### src/verilog/ctrc_pkg.sv
// Purpose: Shared constants for the charge termination and recharge control block
// Assumes: 200 MHz ref_clk, 32-bit AXI4-Lite register port
// Notes:   Register offsets are byte addresses, one aligned word each
`default_nettype none

package ctrc_pkg;

  ////////////////////////////////////////////////////////////////////////////
  // Timebase
  localparam int unsigned CLK_PERIOD_NS = 5;              // Clock period
  localparam int unsigned SEC_TIME_NS   = 1_000_000_000;  // One second
  localparam int unsigned SEC_CYCLES    = SEC_TIME_NS / CLK_PERIOD_NS;
  localparam logic [5:0]  MIN_SECONDS   = 6'h3c;          // Seconds per minute

  ////////////////////////////////////////////////////////////////////////////
  // Register map
  localparam int unsigned ADDR_W          = 8;
  localparam logic [7:0]  A_CTRL          = 8'h00;  // Control bits
  localparam logic [7:0]  A_HOLD_LIMIT    = 8'h04;  // Hold phase limit, seconds
  localparam logic [7:0]  A_ELAP_LIMIT    = 8'h08;  // Elapsed limit, minutes
  localparam logic [7:0]  A_TAPER_THRESH  = 8'h0c;  // Taper current threshold
  localparam logic [7:0]  A_STATUS        = 8'h10;  // Status flags
  localparam logic [7:0]  A_HOLD_TIMER    = 8'h14;  // Hold phase timer
  localparam logic [7:0]  A_ELAP_TIMER    = 8'h18;  // Elapsed counter

  // Control fields
  localparam int unsigned CTRL_W        = 5;
  localparam int unsigned C_HALT        = 0;  // Charging halt request
  localparam int unsigned C_TAPER_EN    = 1;  // Taper termination enable
  localparam int unsigned C_AL_TAPER    = 2;  // Alert on taper termination
  localparam int unsigned C_AL_HOLD     = 3;  // Alert on hold timer termination
  localparam int unsigned C_AL_ELAP     = 4;  // Alert on elapsed limit fault

  // Status fields
  localparam int unsigned S_CHARGING    = 0;
  localparam int unsigned S_ELAP_FAULT  = 1;
  localparam int unsigned S_HOLD_DONE   = 2;
  localparam int unsigned S_TAPER_DONE  = 3;
  localparam int unsigned S_HALTED      = 4;
  localparam int unsigned S_HOLD_PHASE  = 5;

  // Reset values
  localparam logic [4:0]  CTRL_RST       = 5'h00;
  localparam logic [15:0] HOLD_LIMIT_RST = 16'h3840;  // 14400 s
  localparam logic [15:0] ELAP_LIMIT_RST = 16'h0000;  // Counter disabled
  localparam logic [15:0] FULL_RATE_CODE = 16'h2710;  // Full charge rate code
  localparam logic [15:0] TAPER_DIV      = 16'h000a;  // One tenth
  localparam logic [15:0] TAPER_RST      = FULL_RATE_CODE / TAPER_DIV;

  // Bus responses
  localparam logic [1:0]  RESP_OKAY   = 2'h0;
  localparam logic [1:0]  RESP_SLVERR = 2'h2;

  // Charge cycle states
  typedef enum logic [1:0] {
    CTRC_CHG,
    CTRC_DONE,
    CTRC_FAULT,
    CTRC_HALT
  } ctrc_state_t;

endpackage

`default_nettype wire

### src/verilog/ctrc_top.sv
// Purpose: Charge termination, safety timers and automatic recharge control
// Assumes: Status pins are asynchronous; battery current code is quasi static
// Notes:   Registers over AXI4-Lite; switch_node_en low leaves the switch node floating
`timescale 1ns/100ps
`default_nettype none

module ctrc_top
  import ctrc_pkg::*;
#(
  parameter int unsigned SEC_CYC = ctrc_pkg::SEC_CYCLES  // Cycles per second tick
) (
  // Clock and reset
  input  wire logic                          ref_clk,
  input  wire logic                          rst_b,
  // AXI4-Lite write address
  input  wire logic [ctrc_pkg::ADDR_W-1:0]   s_axi_awaddr,
  input  wire logic                          s_axi_awvalid,
  output logic                               s_axi_awready,
  // AXI4-Lite write data
  input  wire logic [31:0]                   s_axi_wdata,
  input  wire logic [3:0]                    s_axi_wstrb,
  input  wire logic                          s_axi_wvalid,
  output logic                               s_axi_wready,
  // AXI4-Lite write response
  output logic [1:0]                         s_axi_bresp,
  output logic                               s_axi_bvalid,
  input  wire logic                          s_axi_bready,
  // AXI4-Lite read address
  input  wire logic [ctrc_pkg::ADDR_W-1:0]   s_axi_araddr,
  input  wire logic                          s_axi_arvalid,
  output logic                               s_axi_arready,
  // AXI4-Lite read data
  output logic [31:0]                        s_axi_rdata,
  output logic [1:0]                         s_axi_rresp,
  output logic                               s_axi_rvalid,
  input  wire logic                          s_axi_rready,
  // Power stage status
  input  wire logic                          input_above_battery,
  input  wire logic                          internal_rail_good,
  input  wire logic                          input_above_min_level,
  input  wire logic                          die_overheat,
  input  wire logic                          missing_freq_resistor,
  input  wire logic                          cell_strap_error,
  input  wire logic                          voltage_hold,
  input  wire logic                          thermistor_pause,
  input  wire logic                          below_recharge_level,
  input  wire logic                          below_restart_level,
  input  wire logic [15:0]                   battery_current,
  // Power stage control and alert
  output logic                               switch_node_en,
  output logic                               charging_halted,
  output logic                               smb_alert_b
);
  import ctrc_pkg::*;

  ////////////////////////////////////////////////////////////////////////////
  // Input synchronisers
  localparam int unsigned SYNC_W = 26;
  logic [SYNC_W-1:0] meta_reg;   // First stage, read only by second stage
  logic [SYNC_W-1:0] sync_reg;   // Second stage
  logic              above_bat;  // Synchronised status
  logic              rail_ok;
  logic              min_ok;
  logic              overheat;
  logic              no_res;
  logic              strap_err;
  logic              hold_phase;
  logic              pause;
  logic              recharge;
  logic              restart;
  logic [15:0]       ibat;

  // Two flops on every pin input
  always_ff @(posedge ref_clk or negedge rst_b) begin
    if (!rst_b) begin
      meta_reg <= '0;
      sync_reg <= '0;
    end else begin
      meta_reg <= {battery_current, below_restart_level, below_recharge_level,
                   thermistor_pause, voltage_hold, cell_strap_error,
                   missing_freq_resistor, die_overheat, input_above_min_level,
                   internal_rail_good, input_above_battery};
      sync_reg <= meta_reg;
    end
  end

  assign {ibat, restart, recharge, pause, hold_phase, strap_err, no_res,
          overheat, min_ok, rail_ok, above_bat} = sync_reg;

  ////////////////////////////////////////////////////////////////////////////
  // Timebase prescaler
  logic [31:0] sec_cnt_reg;   // Cycles within the second
  logic [5:0]  min_cnt_reg;   // Seconds within the minute
  logic        sec_tick_reg;  // One cycle per second
  logic        min_tick_reg;  // One cycle per minute

  // Free running second and minute enables
  always_ff @(posedge ref_clk or negedge rst_b) begin
    if (!rst_b) begin
      sec_cnt_reg  <= '0;
      min_cnt_reg  <= '0;
      sec_tick_reg <= 1'b0;
      min_tick_reg <= 1'b0;
    end else begin
      sec_tick_reg <= 1'b0;
      min_tick_reg <= 1'b0;
      if (sec_cnt_reg == 32'(SEC_CYC - 1)) begin
        sec_cnt_reg  <= '0;
        sec_tick_reg <= 1'b1;
        if (min_cnt_reg == MIN_SECONDS - 6'h01) begin
          min_cnt_reg  <= '0;
          min_tick_reg <= 1'b1;
        end else begin
          min_cnt_reg <= min_cnt_reg + 6'h01;
        end
      end else begin
        sec_cnt_reg <= sec_cnt_reg + 32'h1;
      end
    end
  end

  ////////////////////////////////////////////////////////////////////////////
  // Registers and charge state
  logic [CTRL_W-1:0] ctrl_reg;        // Control bits
  logic [15:0]       hold_limit_reg;  // Hold phase limit, seconds
  logic [15:0]       elap_limit_reg;  // Elapsed limit, minutes
  logic [15:0]       taper_th_reg;    // Taper threshold
  logic [15:0]       hold_tmr_reg;    // Time spent in voltage hold
  logic [15:0]       elap_tmr_reg;    // Minutes since cycle start
  logic              elap_flt_reg;    // Elapsed limit fault
  logic              hold_done_reg;   // Hold timer termination
  logic              taper_done_reg;  // Taper termination
  ctrc_state_t       state_reg;
  ctrc_state_t       state_next;
  logic              halt_any;        // Any suspend condition
  logic              elap_hit;        // Elapsed limit reached
  logic              hold_hit;        // Hold limit reached
  logic              taper_hit;       // Taper current reached
  logic              new_cycle;       // Entering a fresh charge cycle
  logic              normal_end;      // Hold or taper termination

  assign halt_any  = ctrl_reg[C_HALT] | ~above_bat | ~rail_ok | ~min_ok
                   | overheat | no_res | strap_err;
  assign elap_hit  = (elap_limit_reg != 16'h0000)
                   && (elap_tmr_reg >= elap_limit_reg);
  assign hold_hit  = hold_phase && (hold_tmr_reg >= hold_limit_reg);
  assign taper_hit = ctrl_reg[C_TAPER_EN] && hold_phase && (ibat <= taper_th_reg);
  assign new_cycle = (state_next == CTRC_CHG) && (state_reg != CTRC_CHG);
  assign normal_end = (state_reg == CTRC_CHG) && (state_next == CTRC_DONE);

  // Next charge state
  always_comb begin
    state_next = state_reg;
    unique case (state_reg)
      CTRC_CHG: begin
        if (halt_any) begin
          state_next = CTRC_HALT;
        end else if (elap_hit) begin
          state_next = CTRC_FAULT;
        end else if (hold_hit || taper_hit) begin
          state_next = CTRC_DONE;
        end
      end
      CTRC_DONE: begin
        if (halt_any) begin
          state_next = CTRC_HALT;
        end else if (recharge) begin
          state_next = CTRC_CHG;
        end
      end
      CTRC_FAULT: begin
        if (halt_any) begin
          state_next = CTRC_HALT;
        end else if (restart) begin
          state_next = CTRC_CHG;
        end
      end
      CTRC_HALT: begin
        if (!halt_any) begin
          state_next = CTRC_CHG;
        end
      end
    endcase
  end

  // State and pin outputs; reset enters a new cycle once inputs settle
  always_ff @(posedge ref_clk or negedge rst_b) begin
    if (!rst_b) begin
      state_reg       <= CTRC_HALT;
      switch_node_en  <= 1'b0;
      charging_halted <= 1'b0;
    end else begin
      state_reg       <= state_next;
      switch_node_en  <= (state_next == CTRC_CHG);
      charging_halted <= (state_next == CTRC_HALT);
    end
  end

  // Elapsed counter
  always_ff @(posedge ref_clk or negedge rst_b) begin
    if (!rst_b) begin
      elap_tmr_reg <= '0;
    end else if (new_cycle || normal_end) begin
      elap_tmr_reg <= '0;
    end else if ((state_reg == CTRC_CHG) && !pause && min_tick_reg
                 && (elap_limit_reg != 16'h0000) && (elap_tmr_reg != 16'hffff)) begin
      elap_tmr_reg <= elap_tmr_reg + 16'h0001;
    end
  end

  // Hold phase timer, kept for read back after termination
  always_ff @(posedge ref_clk or negedge rst_b) begin
    if (!rst_b) begin
      hold_tmr_reg <= '0;
    end else if (new_cycle) begin
      hold_tmr_reg <= '0;
    end else if ((state_reg == CTRC_CHG) && hold_phase && !pause
                 && sec_tick_reg && (hold_tmr_reg != 16'hffff)) begin
      hold_tmr_reg <= hold_tmr_reg + 16'h0001;
    end
  end

  // Termination flags
  always_ff @(posedge ref_clk or negedge rst_b) begin
    if (!rst_b) begin
      elap_flt_reg   <= 1'b0;
      hold_done_reg  <= 1'b0;
      taper_done_reg <= 1'b0;
    end else begin
      if ((state_reg == CTRC_CHG) && (state_next == CTRC_FAULT)) begin
        elap_flt_reg <= 1'b1;
      end else if ((state_next == CTRC_HALT) || new_cycle) begin
        elap_flt_reg <= 1'b0;
      end
      if (normal_end) begin
        hold_done_reg  <= hold_hit;
        taper_done_reg <= taper_hit;
      end else if (new_cycle) begin
        hold_done_reg  <= 1'b0;
        taper_done_reg <= 1'b0;
      end
    end
  end

  // Alert line, active low
  always_ff @(posedge ref_clk or negedge rst_b) begin
    if (!rst_b) begin
      smb_alert_b <= 1'b1;
    end else begin
      smb_alert_b <= ~((ctrl_reg[C_AL_TAPER] & taper_done_reg)
                     | (ctrl_reg[C_AL_HOLD] & hold_done_reg)
                     | (ctrl_reg[C_AL_ELAP] & elap_flt_reg));
    end
  end

  ////////////////////////////////////////////////////////////////////////////
  // AXI4-Lite slave
  logic [ADDR_W-1:0] aw_addr_reg;  // Held write address
  logic [31:0]       w_data_reg;   // Held write data
  logic [3:0]        w_strb_reg;   // Held strobes
  logic              wr_go;        // Address and data both held
  logic              wr_hit;       // Write address decodes
  logic [31:0]       rd_mux;       // Read data for araddr
  logic              rd_hit;       // Read address decodes

  assign wr_go = !s_axi_awready && !s_axi_wready && !s_axi_bvalid;

  // Byte merge of a 16-bit register
  function automatic logic [15:0] merge16(input logic [15:0] old,
                                          input logic [31:0] d,
                                          input logic [3:0]  s);
    merge16 = {s[1] ? d[15:8] : old[15:8], s[0] ? d[7:0] : old[7:0]};
  endfunction

  // Write channels, taken in either order
  always_ff @(posedge ref_clk or negedge rst_b) begin
    if (!rst_b) begin
      s_axi_awready <= 1'b1;
      s_axi_wready  <= 1'b1;
      s_axi_bvalid  <= 1'b0;
      s_axi_bresp   <= RESP_OKAY;
      aw_addr_reg   <= '0;
      w_data_reg    <= '0;
      w_strb_reg    <= '0;
    end else begin
      if (s_axi_awvalid && s_axi_awready) begin
        aw_addr_reg   <= s_axi_awaddr;
        s_axi_awready <= 1'b0;
      end
      if (s_axi_wvalid && s_axi_wready) begin
        w_data_reg   <= s_axi_wdata;
        w_strb_reg   <= s_axi_wstrb;
        s_axi_wready <= 1'b0;
      end
      if (wr_go) begin
        s_axi_bvalid  <= 1'b1;
        s_axi_bresp   <= wr_hit ? RESP_OKAY : RESP_SLVERR;
      end else if (s_axi_bvalid && s_axi_bready) begin
        s_axi_bvalid  <= 1'b0;
        s_axi_awready <= 1'b1;
        s_axi_wready  <= 1'b1;
      end
    end
  end

  // Write decode, read-only words accept and ignore
  always_comb begin
    unique case (aw_addr_reg)
      A_CTRL, A_HOLD_LIMIT, A_ELAP_LIMIT, A_TAPER_THRESH,
      A_STATUS, A_HOLD_TIMER, A_ELAP_TIMER: wr_hit = 1'b1;
      default: wr_hit = 1'b0;
    endcase
  end

  // Software writable registers
  always_ff @(posedge ref_clk or negedge rst_b) begin
    if (!rst_b) begin
      ctrl_reg       <= CTRL_RST;
      hold_limit_reg <= HOLD_LIMIT_RST;
      elap_limit_reg <= ELAP_LIMIT_RST;
      taper_th_reg   <= TAPER_RST;
    end else if (wr_go) begin
      if ((aw_addr_reg == A_CTRL) && w_strb_reg[0]) begin
        ctrl_reg <= w_data_reg[CTRL_W-1:0];
      end
      if (aw_addr_reg == A_HOLD_LIMIT) begin
        hold_limit_reg <= merge16(hold_limit_reg, w_data_reg, w_strb_reg);
      end
      if (aw_addr_reg == A_ELAP_LIMIT) begin
        elap_limit_reg <= merge16(elap_limit_reg, w_data_reg, w_strb_reg);
      end
      if (aw_addr_reg == A_TAPER_THRESH) begin
        taper_th_reg <= merge16(taper_th_reg, w_data_reg, w_strb_reg);
      end
    end
  end

  // Read multiplexer
  always_comb begin
    rd_mux = '0;
    rd_hit = 1'b1;
    unique case (s_axi_araddr)
      A_CTRL:         rd_mux = {27'h0, ctrl_reg};
      A_HOLD_LIMIT:   rd_mux = {16'h0, hold_limit_reg};
      A_ELAP_LIMIT:   rd_mux = {16'h0, elap_limit_reg};
      A_TAPER_THRESH: rd_mux = {16'h0, taper_th_reg};
      A_STATUS:       rd_mux = {26'h0, hold_phase, (state_reg == CTRC_HALT),
                                taper_done_reg, hold_done_reg, elap_flt_reg,
                                (state_reg == CTRC_CHG)};
      A_HOLD_TIMER:   rd_mux = {16'h0, hold_tmr_reg};
      A_ELAP_TIMER:   rd_mux = {16'h0, elap_tmr_reg};
      default:        rd_hit = 1'b0;
    endcase
  end

  // Read channel, answer one cycle after the address
  always_ff @(posedge ref_clk or negedge rst_b) begin
    if (!rst_b) begin
      s_axi_arready <= 1'b1;
      s_axi_rvalid  <= 1'b0;
      s_axi_rdata   <= '0;
      s_axi_rresp   <= RESP_OKAY;
    end else if (s_axi_arvalid && s_axi_arready) begin
      s_axi_arready <= 1'b0;
      s_axi_rvalid  <= 1'b1;
      s_axi_rdata   <= rd_mux;
      s_axi_rresp   <= rd_hit ? RESP_OKAY : RESP_SLVERR;
    end else if (s_axi_rvalid && s_axi_rready) begin
      s_axi_rvalid  <= 1'b0;
      s_axi_arready <= 1'b1;
    end
  end
endmodule // ctrc_top

`default_nettype wire

### config.mk
export PLATFORM = sky130hd
export DESIGN_NAME = ctrc_top
export DESIGN_NICKNAME = d
export VERILOG_FILES = /design/src/verilog/ctrc_pkg.sv /design/src/verilog/ctrc_top.sv
export SDC_FILE = /design/constraint.sdc
export NUM_CORES = 1
export LEC_CHECK = 0
export BUFFER_PORTS_ARGS = -buffer_cell sky130_fd_sc_hd__buf_2
export CAP_MARGIN = 20
export CORE_ASPECT_RATIO = 1.2
export CORE_MARGIN = 1.5
export CORE_UTILIZATION = 25
export DETAILED_ROUTE_END_ITERATION = 8
export HOLD_SLACK_MARGIN = 0.15
export MAX_ROUTING_LAYER = met4
export SKIP_CTS_REPAIR_TIMING = 1
export SLEW_MARGIN = 20
export SYNTH_ARGS = -nofsm -noshare
export SYNTH_HDL_FRONTEND = slang
export SYNTH_SLANG_ARGS = --single-unit
export TNS_END_PERCENT = 10
### constraint.sdc
create_clock -name ref_clk -period 2.3 [get_ports ref_clk]
set_input_delay 0.46 -clock ref_clk [delete_from_list [all_inputs] [get_ports ref_clk]]
set_output_delay 0.46 -clock ref_clk [all_outputs]
set_load 0.01 [all_outputs]
After elaboration in Yosys (flattened, before gate mapping)
Cells that the tools add are included.

operators by class
  order comparisons = 3
  reductions and logical operators = 51
  bitwise logic cells = 15
  mux-type cells = 40
  $add $sub $neg = 4
  equal/unequal tests = 22

operators by type and width
  kind                                                   number
  one-hot mux 16 bit (7 select lines)                    1
  2-to-1 mux 16 bit                                      4
  equality test 8 x 5 -> 1 bit, second input constant    6
  adder 16 x 1 -> 16 bit, second input constant          2
  adder 32 x 1 -> 32 bit, second input constant          1
  equality test 32 x 28 -> 1 bit, second input constant  1
  equality test 8 x 4 -> 1 bit, second input constant    4
  >= comparator 16 bit                                   2
  2-to-1 mux 32 bit                                      1
  inequality test 16 bit, second input constant          2
  logical AND 1 bit                                      23
  2-to-1 mux 1 bit                                       22
  2-to-1 mux 2 bit                                       10
  AND reduction 3 bit                                    6
  equality test 8 x 3 -> 1 bit, second input constant    2
  less-or-equal comparator 16 bit                        1
  zero test 8 bit                                        2
  nonzero test 16 bit                                    1
  nonzero test 2 bit                                     7
  OR reduction 7 bit                                     2
  equality test 2 bit, second input constant             4
  OR 1 bit                                               8
  one-hot mux 2 bit (4 select lines)                     1
  adder 6 x 1 -> 6 bit, second input constant            1
  other kinds (9)                                        21

word-level totals
  flip-flop bits (word level) = 252
  input port bits = 85

Logic depth before layout (Yosys ltp)
  word-level depth = 14
  gate-level depth with buffers = 9
  depth with buffers taken out = 8

Worst setup path after synthesis
No wires, ideal clock.

  kind = register -> register
  start = register taper_th_reg[9]
  end = register elap_tmr_reg[6]
  path buffers = 1
  stages on the path, launching flop included = 10
  period minus slack after synthesis = 2.467 ns
  arrival = 2.348 ns
  setup slack = -0.167 ns
  cells stage by stage = dfstp_2 > inv_1 > ha_1 > nand4_1 > or4_4 > o41ai_2 > a31oi_1 > a32oi_4 > buf_6 > nor2_1

on the way
  word-level cells in the longest chain between the ends = 11

RTL lines
  item                                                                    RTL line                          RTL
  start, declared                                                         ctrc_top.sv:127                   logic [15:0] taper_th_reg;
  start signal, assigned                                                  ctrc_top.sv:333                   taper_th_reg <= merge16(taper_th_reg, w_data_reg, w_strb_reg);
  less-or-equal comparator 16 bit *                                       ctrc_top.sv:147                   assign taper_hit = ctrl_reg[C_TAPER_EN] && hold_phase && (ibat <= taper_th_reg);
  logical AND 1 bit *                                                     ctrc_top.sv:147
  logical OR 1 bit *                                                      ctrc_top.sv:160                   end else if (hold_hit || taper_hit) begin
  2-to-1 mux 2 bit *                                                      ctrc_top.sv:160
  2-to-1 mux 2 bit *                                                      ctrc_top.sv:158                   end else if (elap_hit) begin
  2-to-1 mux 2 bit *                                                      ctrc_top.sv:156                   if (halt_any) begin
  one-hot mux 2 bit (4 select lines) *                                    ctrc_top.sv:154                   unique case (state_reg)
  equality test 2 x 1 -> 1 bit / zero test 2 bit (equally long branches)  ctrc_top.sv:149, ctrc_top.sv:148
  logical AND 1 bit (on tied branches)                                    ctrc_top.sv:149, ctrc_top.sv:148
  logical OR 1 bit *                                                      ctrc_top.sv:203                   end else if (new_cycle || normal_end) begin
  2-to-1 mux 16 bit / nonzero test 2 bit (equally long branches)          -
  end signal, assigned                                                    ctrc_top.sv:207                   elap_tmr_reg <= elap_tmr_reg + 16'h0001;
  end, declared                                                           ctrc_top.sv:129                   logic [15:0] elap_tmr_reg;

Every way passes the cells marked *; elsewhere a longest branch is shown, timed or not.
A chain may end at the register's enable or synchronous reset.

Worst setup path after layout
  start = register taper_th_reg[9]
  end = register state_reg[0]

on the way
  word-level cells in the longest chain between the ends = 7

RTL lines
  item                                RTL line         RTL
  less-or-equal comparator 16 bit     ctrc_top.sv:147
  logical AND 1 bit                   ctrc_top.sv:147
  logical OR 1 bit                    ctrc_top.sv:160
  2-to-1 mux 2 bit                    ctrc_top.sv:160
  2-to-1 mux 2 bit                    ctrc_top.sv:158
  2-to-1 mux 2 bit                    ctrc_top.sv:156
  one-hot mux 2 bit (4 select lines)  ctrc_top.sv:154
  via state_next[0]                   ctrc_top.sv:134  ctrc_state_t state_next;
  end signal, assigned                ctrc_top.sv:193  state_reg <= state_next;
  end, declared                       ctrc_top.sv:133  ctrc_state_t state_reg;

The timed path passes the listed nets, and every way through them passes these cells.

==> metrics.txt <==
FF+latch count, synth 234; max FFs per register 32; RSZ-0062 raised after global routing yes; initial antenna violation count 0; syn avg cell area 11.29 sq um; fraction of registers with async set/reset 100.0%; clk_lat worst skew 0.54 ns; Slew headroom 52.59%; IO Port Bufs 92; most common cell after layout, fill and taps aside dfrtp_1; largest area contributor in the netlist dfrtp_1; Hold Path Stages 2; DRT Pass-1 Iters 5; fillcell total 4431; Remaining DRCs 0; outcome complete, but fails checks; DRT iter0 DRCs 383; critical path fanouts, max 3; Period minus WS final 2.500 ns; DR vias/cell 4.539; EDFF count, synth 0; htree depth 1; Worst-Margin Slew 0.7080 ns; Setup CP Type reg -> reg; CORE AREA 43930 sq um; largest net degree at the start of global routing 59; clock sinks 234; DRT antenna net count 0; violated checks setup timing; Die Wd 195.8 um; Slew Limit Fails 0; placed insts 1718; Layout Skew 0.01443 ns; CTS root buffer clkbuf_16; Tcrit/Tclk final 108.7%; final wirelength 28.99 mm; Syn Std Cell Area 11150 sq um; Mapped Cells 988; register area share after synthesis 52.68%; part of the power in the clock network 37.9%; register share of total power 43.4%; commonest non-fill, non-tap cells in the layout 218 x dfrtp_1, 102 x buf_4, 91 x buf_2, 84 x nor2_1, 81 x mux2_2; final net count 1360; combinational share of power 18.6%; max frequency 400.0 MHz; Max clock buf depth 3; I/O pin cnt 129; PwrDens 810.3 nW/um^2; area delta synth->final 29.15%; Internal 8.341 mW; grt ovf 0; final setup vio count 20; Final WS setup -0.2000 ns; predominant post-synthesis flop cell dfrtp_1; final non-filler cell total 1801; Pleak 6.506 nW; via count 8174; first-pass GRT wire length 45.21 mm; switching power 3.329 mW; Final GP Congestion 0.8728; Worst-path clk slew 0.07 ns; fraction of layout cells with a size suffix above 1 30.52%; WL per Instance 16.10 um; die height 234.4 um; CP Launch Type flip-flop; Final Hold Fails 0; Hold Path Class in -> reg; CP required 2.77 ns; CP Data Arrival Time 2.97 ns; die area 45890 sq um; max_cap viols 0; CTS buffer count 25; detailed placement HPWL 21.76 mm; synth top area cells dfrtp_1 49%, mux2_2 8.2%, ha_1 5.8%; Register Area 5876 sq um; setup TNS -2.614 ns; Worst VDD drop 0.0004604 V; critical path capture point type flip-flop; num rows 84; Unique masters post-synth 74; worst r2r path cells 8; Fin Hold WS 0.1562 ns; TritonCTS clock tree built; Tot GR Track Use 12.86%; yosys warns 0; Antenna Cells 0; Initial Util 25.39%; Multi-input gate area 5016 sq um; sw frac 28.53%; top cell type's share of synthesized area 48.91%; number of global-route vias before repair 8204
-- worst max-delay path: stages (launching register included) --
cell and delay (ns):
dfstp_2 0.55, inv_2 0.05, ha_4 0.25, nand4_1 0.15, or4_4 0.51, a21o_2 0.24, a31oi_4 0.22, a221oi_2 0.11
or3_1 0.35
-- per-layer routing --
metal / vias to the layer above / part of all wire, % / track usage [%]
li1: 3955 / - / -
met1: 4035 / 44 / 15.73
met2: 142 / 51 / 22.23
met3: 42 / 3.1 / 1.683
met4: 0 / 2.0 / 3.702
met5: - / 0 / -
-- per-stage QoR --
stage | cell area [sq um] | power [mW] | setup WS, ns | utilization (%)
after floorplan | 11230 | 6.099 | -0.009381 | -
after global placement | 13010 | 7.019 | -0.2492 | 29.60
after detailed placement | 13010 | 7.099 | -0.3069 | 29.61
after CTS | 13910 | 11.59 | -0.3277 | 31.66
after global routing | 14400 | 12.26 | -0.2586 | 32.79
final | 14400 | 11.67 | -0.2000 | 32.79
-- logic make-up after synthesis --
group,after synthesis,share of synthesized area [%]
adder cells (fa/ha/maj),52,5.833
flip-flops,234,52.68
multiplexers,92,9.614
buffers and inverters,105,4.229
AND/OR/NAND/NOR,306,13.82
XOR/XNOR,56,4.398
other,1,0.03362
AO/OA/AOI/OAI,142,9.390
-- cell usage after synthesis, types with 4 or more instances --
cell type    n
a21oi_1     24
a221o_1     12
a22o_1      18
a22oi_1     14
and2_1       6
and3_1       7
and4_1      11
buf_4       18
clkbuf_1    20
dfrtp_1    218
dfstp_2     16
ha_1        52
inv_1       62
mux2_2      81
mux2i_1      7
mux4_2       4
nand2_1     73
nand3_1     35
nand4_1     22
nor2_1      84
nor2b_1      9
nor3_1      19
nor3b_1      4
nor4_1       9
o211ai_1     4
o21ai_0     32
or3_1        5
xnor2_1     32
xor2_1      24
-- power by group through the flow --
stage                     Clock, mW  Sequential [mW]  Combinational, mW
after floorplan                   0             4.96               1.14
after global placement            0             5.12               1.90
after detailed placement          0             5.14               1.96
after CTS                      4.56             5.07               1.97
after global routing           4.72             5.14               2.40
final                          4.43             5.07               2.17
-- layout make-up --
type                       count  share of cell area, %
tap                          559                  4.856
timing repair buffer         234                  11.65
clock inverter                18                  1.703
clock buffer                  28                  4.560
multi-input combinational    666                  34.82
sequential                   234                  40.79
inverter                      62                  1.616
-- worst paths after layout --
| kind | slack (ns) | start | end |
|---|---|---|---|
| setup / recovery | -0.20 | taper_th_reg[9]$_DFFE_PN1P_ | state_reg[0]$_DFF_PN1_ |
| hold / removal | 0.16 | s_axi_awaddr[7] | aw_addr_reg[7]$_DFFE_PN0P_ |
| setup reg to reg | -0.20 | taper_th_reg[9]$_DFFE_PN1P_ | state_reg[0]$_DFF_PN1_ |
| hold reg to reg | 0.34 | meta_reg[18]$_DFF_PN0_ | sync_reg[18]$_DFF_PN0_ |
| max in group asynchronous | 1.15 | rst_b | hold_limit_reg[6]$_DFFE_PN1P_ |
| min in group asynchronous | 0.42 | rst_b | meta_reg[21]$_DFF_PN0_ |
Note: power is estimated with default switching activity, not from simulation.
